`src/cgsr_pkg.sv`:
```
package cgsr_pkg;
	// register byte offsets
	localparam logic [7:0] OFF_GATE_SYNC_CFG = 8'h00;
	localparam logic [7:0] OFF_REF_CTRL = 8'h04;
	localparam logic [7:0] OFF_PRESCALE = 8'h08;
	localparam logic [7:0] OFF_STATUS = 8'h0c;
	// comparator_gate_sync_config fields
	localparam int CFG_SYNC_BIT = 0;
	localparam int CFG_GSS_BIT = 1;
	localparam logic [7:0] CFG_RESET = 8'h02;
	// voltage_reference_control fields
	localparam int VR_EN_BIT = 7;
	localparam int VR_RANGE_BIT = 5;
	localparam int VR_LEVEL_LSB = 0;
	localparam logic [7:0] VR_RESET = 8'h00;
	// prescale register field
	localparam int PS_LSB = 0;
	localparam logic [1:0] PS_RESET = 2'h0;
	// ladder tap in 96ths of supply: low = code*4, high = 24 + code*3
	localparam logic [6:0] TAP_HIGH_BASE = 7'h18;
	localparam logic [6:0] TAP_ZERO = 7'h00;

	typedef struct packed {
		logic enable;
		logic range_low;
		logic [3:0] level;
	} cgsr_ladder_t;

	typedef struct packed {
		logic prescaled_clk;
		logic latched_result;
		logic gate_out;
	} cgsr_status_t;
endpackage

```
`src/cgsr_top.sv`:
```
// The APB register port and the placing of the registers were left to the implementer.
`timescale 1ns/1ns
module cgsr_top #(
	parameter int PS_W = 3
) (
	// clock and reset
	input wire logic MCLK,
	input wire logic RESET,
	// apb slave
	input wire logic PSEL,
	input wire logic PENABLE,
	input wire logic PWRITE,
	input wire logic [7:0] PADDR,
	input wire logic [31:0] PWDATA,
	output logic [31:0] PRDATA,
	output logic PREADY,
	output logic PSLVERR,
	// comparator, gate pin and timer clock
	input wire logic COMPARATOR_RESULT,
	input wire logic EXTERNAL_GATE_PIN,
	input wire logic TIMER_CLK_SRC,
	// toward the gated counter
	output logic GATE_OUT,
	output logic COUNT_INC,
	// toward the resistor ladder
	output cgsr_pkg::cgsr_ladder_t REF_LADDER,
	output logic [6:0] REF_TAP_96
);
	logic sync_r, sync_nxt;
	logic gss_r, gss_nxt;
	logic [1:0] ps_r, ps_nxt;
	cgsr_pkg::cgsr_ladder_t lad_r, lad_nxt;
	logic [6:0] tap_r, tap_nxt;
	logic [PS_W-1:0] cnt_r, cnt_nxt;
	logic tclk_q_r;
	logic pre_q_r;
	logic latch_r, latch_nxt;
	logic inc_r, inc_nxt;
	logic [31:0] rdata_r, rdata_nxt;
	logic pre_clk, pre_rise, pre_fall, tclk_rise;
	logic wr, setup, hit;
	cgsr_pkg::cgsr_status_t stat;

	assign setup = PSEL && !PENABLE;
	assign wr = PSEL && PENABLE && PWRITE;
	assign hit = (PADDR == cgsr_pkg::OFF_GATE_SYNC_CFG) ||
		(PADDR == cgsr_pkg::OFF_REF_CTRL) ||
		(PADDR == cgsr_pkg::OFF_PRESCALE) ||
		(PADDR == cgsr_pkg::OFF_STATUS);
	// zero wait states; unmapped addresses error in the access phase
	assign PREADY = 1'b1;
	assign PSLVERR = PSEL && PENABLE && !hit;
	assign PRDATA = rdata_r;

	assign tclk_rise = TIMER_CLK_SRC && !tclk_q_r;
	// divide ratio 1,2,4,8; the counter steps on source rising edges
	always_comb begin
		case (ps_r)
			2'h0: pre_clk = TIMER_CLK_SRC;
			2'h1: pre_clk = cnt_r[0];
			2'h2: pre_clk = cnt_r[1];
			2'h3: pre_clk = cnt_r[2];
			default: pre_clk = TIMER_CLK_SRC;
		endcase
	end
	assign pre_rise = pre_clk && !pre_q_r;
	assign pre_fall = !pre_clk && pre_q_r;

	// async path stays combinational so no increment waits a cycle
	always_comb begin
		if (gss_r) begin
			GATE_OUT = EXTERNAL_GATE_PIN;
		end else if (sync_r) begin
			GATE_OUT = latch_r;
		end else begin
			GATE_OUT = COMPARATOR_RESULT;
		end
	end
	assign COUNT_INC = inc_r;
	assign REF_LADDER = lad_r;
	assign REF_TAP_96 = tap_r;

	assign stat.prescaled_clk = pre_q_r;
	assign stat.latched_result = latch_r;
	assign stat.gate_out = GATE_OUT;

	always_comb begin
		sync_nxt = sync_r;
		gss_nxt = gss_r;
		ps_nxt = ps_r;
		lad_nxt = lad_r;
		rdata_nxt = rdata_r;
		cnt_nxt = cnt_r;
		latch_nxt = latch_r;
		// counter side acts on the rising edge only
		inc_nxt = pre_rise;
		if (tclk_rise) begin
			cnt_nxt = cnt_r + 1'b1;
		end
		// latch only on the falling edge, half a period from the count
		if (pre_fall) begin
			latch_nxt = COMPARATOR_RESULT;
		end
		if (wr) begin
			// only implemented bits are taken
			case (PADDR)
				cgsr_pkg::OFF_GATE_SYNC_CFG: begin
					sync_nxt = PWDATA[cgsr_pkg::CFG_SYNC_BIT];
					gss_nxt = PWDATA[cgsr_pkg::CFG_GSS_BIT];
				end
				cgsr_pkg::OFF_REF_CTRL: begin
					lad_nxt.enable = PWDATA[cgsr_pkg::VR_EN_BIT];
					lad_nxt.range_low = PWDATA[cgsr_pkg::VR_RANGE_BIT];
					lad_nxt.level = PWDATA[cgsr_pkg::VR_LEVEL_LSB +: 4];
				end
				cgsr_pkg::OFF_PRESCALE: begin
					ps_nxt = PWDATA[cgsr_pkg::PS_LSB +: 2];
				end
				default: begin
					ps_nxt = ps_r;
				end
			endcase
		end
		if (setup) begin
			rdata_nxt = 32'h0;
			case (PADDR)
				cgsr_pkg::OFF_GATE_SYNC_CFG: begin
					rdata_nxt[cgsr_pkg::CFG_SYNC_BIT] = sync_r;
					rdata_nxt[cgsr_pkg::CFG_GSS_BIT] = gss_r;
				end
				cgsr_pkg::OFF_REF_CTRL: begin
					rdata_nxt[cgsr_pkg::VR_EN_BIT] = lad_r.enable;
					rdata_nxt[cgsr_pkg::VR_RANGE_BIT] = lad_r.range_low;
					rdata_nxt[cgsr_pkg::VR_LEVEL_LSB +: 4] = lad_r.level;
				end
				cgsr_pkg::OFF_PRESCALE: begin
					rdata_nxt[cgsr_pkg::PS_LSB +: 2] = ps_r;
				end
				cgsr_pkg::OFF_STATUS: begin
					rdata_nxt[2:0] = stat;
				end
				default: begin
					rdata_nxt = 32'h0;
				end
			endcase
		end
		// tap follows the new register value at the same edge
		if (!lad_nxt.enable) begin
			tap_nxt = cgsr_pkg::TAP_ZERO;
		end else if (lad_nxt.range_low) begin
			tap_nxt = {1'b0, lad_nxt.level, 2'b00};
		end else begin
			tap_nxt = cgsr_pkg::TAP_HIGH_BASE + {2'b00, lad_nxt.level, 1'b0} +
				{3'b000, lad_nxt.level};
		end
	end

	always_ff @(posedge MCLK) begin
		if (RESET) begin
			sync_r <= cgsr_pkg::CFG_RESET[cgsr_pkg::CFG_SYNC_BIT];
			gss_r <= cgsr_pkg::CFG_RESET[cgsr_pkg::CFG_GSS_BIT];
			ps_r <= cgsr_pkg::PS_RESET;
			lad_r <= cgsr_pkg::cgsr_ladder_t'({cgsr_pkg::VR_RESET[cgsr_pkg::VR_EN_BIT],
				cgsr_pkg::VR_RESET[cgsr_pkg::VR_RANGE_BIT],
				cgsr_pkg::VR_RESET[cgsr_pkg::VR_LEVEL_LSB +: 4]});
			tap_r <= cgsr_pkg::TAP_ZERO;
			cnt_r <= '0;
			tclk_q_r <= 1'b0;
			pre_q_r <= 1'b0;
			latch_r <= 1'b0;
			inc_r <= 1'b0;
			rdata_r <= 32'h0;
		end else begin
			sync_r <= sync_nxt;
			gss_r <= gss_nxt;
			ps_r <= ps_nxt;
			lad_r <= lad_nxt;
			tap_r <= tap_nxt;
			cnt_r <= cnt_nxt;
			tclk_q_r <= TIMER_CLK_SRC;
			pre_q_r <= pre_clk;
			latch_r <= latch_nxt;
			inc_r <= inc_nxt;
			rdata_r <= rdata_nxt;
		end
	end
endmodule

```
`config.mk`:
```
export PLATFORM = sky130hd
export DESIGN_NAME = cgsr_top
export DESIGN_NICKNAME = d
export VERILOG_FILES = /design/src/cgsr_pkg.sv /design/src/cgsr_top.sv
export SDC_FILE = /design/constraint.sdc
export NUM_CORES = 1
export LEC_CHECK = 0
export BUFFER_PORTS_ARGS = -buffer_cell sky130_fd_sc_hd__buf_2
export CORE_MARGIN = 5
export CORE_UTILIZATION = 47
export CTS_CLUSTER_SIZE = 28
export DETAILED_ROUTE_END_ITERATION = 10
export PLACE_DENSITY = 0.81
export SLEW_MARGIN = 40
export SYNTH_ARGS = -nofsm -noshare
export SYNTH_HDL_FRONTEND = slang
export SYNTH_SLANG_ARGS = --single-unit
```
`constraint.sdc`:
```
create_clock -name MCLK -period 7.35 [get_ports MCLK]
set_input_delay 0.3675 -clock MCLK [delete_from_list [all_inputs] [get_ports MCLK]]
set_output_delay 0.3675 -clock MCLK [all_outputs]
set_load 0.05 [all_outputs]
```
Word-level counts from Yosys, hierarchy flattened --
Cells that the tools add are included.
Operators by class: shifts and indexed selects 0, equality and inequality tests 6, divide/modulo/power cells 0, $lt $le $gt $ge 0, add/subtract/negate cells 3, multiplexer cells 11, reductions and logical operators 21, multiply operators 0, bitwise logic cells 1
Operators with widths (count):
- $mux 6 | 3
- $eq 8x4->1 const B | 2
- $eq 8x3->1 const B | 1
- $logic_not 8->1 | 1
- $pmux 2 s4 | 1
- $add 6x4->7 | 1
- $logic_and 1x1->1 | 7
- $add 5x5->6 const A | 1
- $logic_not 1->1 | 5
- $mux 1 | 5
- $eq 2x2->1 const B | 2
- $pmux 1 s4 | 1
- $reduce_and 2->1 | 2
- $add 3x1->3 const B | 1
- $logic_or 1x1->1 | 3
- $reduce_or 3->1 | 1
- $eq 2x1->1 const B | 1
- $logic_not 2->1 | 1
- $pmux 1 s2 | 1
- $reduce_or 2->1 | 1
- $not 1->1 | 1
Storage, ports and cells: input port bits 48, memories kept 0, flip-flop bits (word level) 30, RAM bits 0, bits in latches 0, bits in read-only memories 0

Logic depth before layout (Yosys ltp) --
depth after elaboration 6, depth in mapped cells 12, depth with buffers taken out 11

Worst setup path before layout --
OpenSTA, ideal clock, no wires.
kind input to register, start input PADDR[1], end register tap_r[4], in the netlist REF_TAP_96[4], stages 10, required time 7.280 ns, arrival time 2.769 ns, slack 4.511 ns, buffers on the path 0, cell sequence nor4_4 nand4b_4 mux2i_2 xor2_1 ha_1 inv_1 fa_1 or3_1 a31o_2 a21oi_1
Between the ends: longest elaborated chain between the ends 6
Ends and longest elaborated chain:
- start: declaration | RTL line cgsr_top.sv:13 | input wire logic [7:0] PADDR,
- $eq 8x3->1 * | RTL line cgsr_top.sv:106 | case (PADDR)
- $mux 6 * | RTL line cgsr_top.sv:106
- $mux 6 * | RTL line cgsr_top.sv:104 | if (wr) begin
- $add 5x5->6 | RTL line cgsr_top.sv:153 | tap_nxt = cgsr_pkg::TAP_HIGH_BASE + {2'b00, lad_nxt.level, 1'b0} +
- $add 6x4->7 | RTL line cgsr_top.sv:153
- $mux 6 | RTL line cgsr_top.sv:150 | end else if (lad_nxt.range_low) begin
- end signal: assignment | RTL line cgsr_top.sv:166 | tap_r <= cgsr_pkg::TAP_ZERO;
- end signal: assignment | RTL line cgsr_top.sv:178 | tap_r <= tap_nxt;
- end: declaration | RTL line cgsr_top.sv:33 | logic [6:0] tap_r, tap_nxt;
Every way passes the cells marked *; elsewhere a longest branch is shown, timed or not. A chain may end at the register's enable or synchronous reset.

Worst setup path after layout --
Same ends and word-level chain as after synthesis.

==> Flow_metrics.wiki <==
{| class="wikitable"
! Metric !! Value
|-
| Result of the run || finished clean
|-
| Sw Ratio || 30.04%
|-
| Detailed Route WL || 3.561 mm
|-
| Largest net degree at the start of global routing || 24
|-
| Placement Rows || 22
|-
| Flip-flop and latch count after synthesis || 30
|-
| Final weighted congestion in routability-driven placement || 0.7869
|-
| Max Freq || 329.7 MHz
|-
| Internal Power || 0.2480 mW
|-
| Count of synthesis-stage warnings from yosys || 0
|-
| Router iterations before antenna repair || 4
|-
| Cell area after synthesis || 0.001728 mm^2
|-
| Max Buffers Root-to-Sink || 2
|-
| Endpoint arrival time on the critical path || 3.25 ns
|-
| Mean area per synthesized cell || 9.340 um^2
|-
| CTS Hold Bufs || 0
|-
| Fraction of layout cells with a size suffix above 1 || 29.07%
|-
| Least setup slack across all paths after layout || 4.317 ns
|-
| Most area-consuming cells after synthesis || sky130_fd_sc_hd__dfxtp_1 35%, sky130_fd_sc_hd__buf_4 12%, sky130_fd_sc_hd__mux2i_1 7.0%
|-
| Antenna diode count || 0
|-
| Remaining Overflow, GRT || 0
|-
| GRT Overall Usage || 14.77%
|-
| Setup slack after placement || 4.039 ns
|-
| Iteration-0 DRC count of the detailed router || 67
|-
| Cell chain of the critical path || buf_2 -> nor4_4 -> nand4b_4 -> mux2i_2 -> xor2_1 -> ha_1 -> inv_1 -> fa_1 -> or3_1 -> a31o_2 -> a21oi_1
|-
| Pwr per Cell Area || 182.6 mW/mm^2
|-
| Number of endpoints failing setup at the final stage || 0
|-
| Critical-path top delay cell || sky130_fd_sc_hd__mux2i_2
|-
| Sequential element share of the synthesized area || 34.76%
|-
| Slew Viols, Final || 0
|-
| Core area || 0.003606 mm^2
|-
| DPL Wire Length || 2.749 mm
|-
| Type of the worst setup path || in2reg
|-
| Unique masters post-synth || 47
|-
| Reg clk slew, reported paths || 0.06 ns
|-
| Number of nets still failing antenna checks after routing || 0
|-
| CTS sink cnt || 30
|-
| Number of H-tree branching levels || 2
|-
| Cell total after placement || 269
|-
| Number of gates resized after CTS || 0
|-
| Setup repair after global routing missed its margin || no
|-
| Clock insertion delay at the later pin of the skew report || 0.28 ns
|-
| Switching power of the nets || 0.1065 mW
|-
| Total setup buffers inserted after CTS || 0
|-
| Ranking of synthesized cells by instance count || 30 x sky130_fd_sc_hd__dfxtp_1, 27 x sky130_fd_sc_hd__buf_4, 26 x sky130_fd_sc_hd__nor2_1
|-
| Initial core utilization || 47.92%
|-
| Clock network fraction of design power || 36.9%
|-
| First-pass GRT wire length || 5.796 mm
|-
| Dominant synthesized flop cell || sky130_fd_sc_hd__dfxtp_1
|-
| CTS tree || done
|-
| DR WL/cell || 12.95 um
|-
| Fraction of power consumed by sequential logic || 46.9%
|-
| Slew at the pin closest to its max-slew limit || 0.5791 ns
|-
| Proportion of power drawn by combinational gates || 16.2%
|-
| Max-Cap Viols || 0
|-
| X dimension of the die || 70.64 um
|-
| Mean number of vias per cell || 4.924
|-
| Vias in the first global route || 1258
|-
| Vertical die dimension || 70.64 um
|-
| CP max stage delay || 0.44 ns
|-
| IR drop worst, VDD || 0.09875 mV
|-
| I/O pin cnt || 97
|-
| Overall die area || 0.004989 mm^2
|-
| Initial antenna violation count || 0
|-
| Yosys top cell area share || 34.76%
|-
| Leakage power || 0.9409 nW
|-
| Number of buffers added by the clock tree synthesis step || 5
|-
| Fraction of synthesis flops using an asynchronous set or reset pin || 0%
|-
| CTS Root Buffer Type || sky130_fd_sc_hd__clkbuf_8
|-
| Data required time at the worst endpoint || 7.57 ns
|-
| Hold Violations, Final || 0
|-
| Number of enable-type register cells in the synthesized netlist || 0
|-
| Number of remaining DRC errors || 0
|-
| Final nets || 280
|-
| Max-Slew Margin vs Limit || 61.04%
|-
| Fraction of the cycle the final worst path needs || 41.26%
|-
| Most common cell in the netlist || sky130_fd_sc_hd__dfxtp_1
|-
| Area Growth Syn to Fin || 12.31%
|-
| Hold Worst Slack || 0.3359 ns
|-
| Total number of vias || 1354
|-
| Buffers added on ports || 43
|-
| Final cell count without fillers || 275
|-
| Critical path endpoint category || register
|-
| Class of the tightest hold or removal check || in2reg
|-
| Syn Inst Count || 185
|-
| Cell type with the largest total area after synthesis || sky130_fd_sc_hd__dfxtp_1
|-
| Period minus WS final || 3.033 ns
|-
| Fin util || 53.82%
|-
| Kind of start point of the critical path || input port
|-
| Max FO, Critical Path || 15
|-
| Setup TNS || 0 ns
|-
| Worst Skew || 0.005386 ns
|}
metrics by stage:
step                      cell area (um^2)  power (mW)
after detailed placement              1858      0.2269
final                                 1941      0.3544
after global routing                  1941      0.3699
after global placement                1858      0.2262
after CTS                             1941      0.3578
after floorplan                       1822      0.2270
critical path, delay by kind of cell:
kind	cells	cell delay [ns]
muxes	1	0.44
adders and majority gates	2	0.62
AOI/OAI and AO/OA	2	0.37
and+or+nand+nor	3	1.08
buffers and inverters	2	0.17
xor gates and xnor gates	1	0.19
power groups by stage:
stage | Sequential, mW | Clock (mW) | Combinational (mW)
3_3_place_gp | 0.170 | 0 | 0.0565
6_report | 0.166 | 0.131 | 0.0575
4_1_cts | 0.166 | 0.134 | 0.0572
2_1_floorplan | 0.171 | 0 | 0.0564
5_1_grt | 0.166 | 0.143 | 0.0610
3_5_place_dp | 0.170 | 0 | 0.0571
area by class of cell:
| cell class | instances | area [um^2] |
|---|---|---|
| Multi-Input combinational cell | 143 | 963.4 |
| Timing Repair Buffer | 43 | 215.2 |
| Inverter | 5 | 18.77 |
| Sequential cell | 30 | 600.6 |
| Tap cell | 48 | 60.06 |
| Fill cell | 350 | 1665 |
| Clock buffer | 6 | 82.58 |
sequential cells by signal (all words and copies together) (netlist names):
signal / count
COUNT_INC: 1
PRDATA: 6
REF_LADDER: 6
REF_TAP_96: 7
cnt_r: 3
gss_r: 1
latch_r: 1
pre_q_r: 1
ps_r: 2
sync_r: 1
tclk_q_r: 1
metal layers:
metal  vias up  GRT usage [%]  share of wire [%]
li1        665              -                  -
met1       638          17.86                 44
met2        45          23.08                 47
met3         6          6.250                7.5
met4         0          6.263                1.8
met5         -              0                  0
logic make-up (layout without fill, tap and decap cells):
group | Yosys count | count (layout) | synth area share (%)
DFF | 30 | 30 | 34.76
xor gates and xnor gates | 6 | 6 | 3.041
buffers and inverters | 37 | 54 | 14.92
muxes | 18 | 18 | 12.67
other | 2 | 27 | 0.4346
adders and majority gates | 4 | 4 | 3.331
AOI/OAI and AO/OA | 22 | 22 | 9.123
and+or+nand+nor | 66 | 66 | 21.72
worst paths after layout:
path	slack, ns	depth (start not counted)	start	to
worst max-delay path	4.32	11	PADDR[1]	REF_TAP_96[4]
worst max register to register	4.96	8	REF_LADDER[2]	REF_TAP_96[4]
worst min-delay path	0.34	2	TIMER_CLK_SRC	tclk_q_r
worst min register to register	0.45	1	pre_q_r	COUNT_INC
cell usage in the layout (no fill, tap or decap), types with 5 or more instances in the layout:
master                     netlist  layout
sky130_fd_sc_hd__mux2i_1        12      12
sky130_fd_sc_hd__dfxtp_1        30      30
sky130_fd_sc_hd__clkbuf_8        1       6
sky130_fd_sc_hd__inv_1           5       5
sky130_fd_sc_hd__conb_1          2      27
sky130_fd_sc_hd__nand2_1         9       9
sky130_fd_sc_hd__nor2_1         26      26
sky130_fd_sc_hd__nor2b_1         5       5
sky130_fd_sc_hd__a21oi_1         5       5
sky130_fd_sc_hd__buf_2           0      43
No activity file was read; power rests on OpenSTA's default activity.
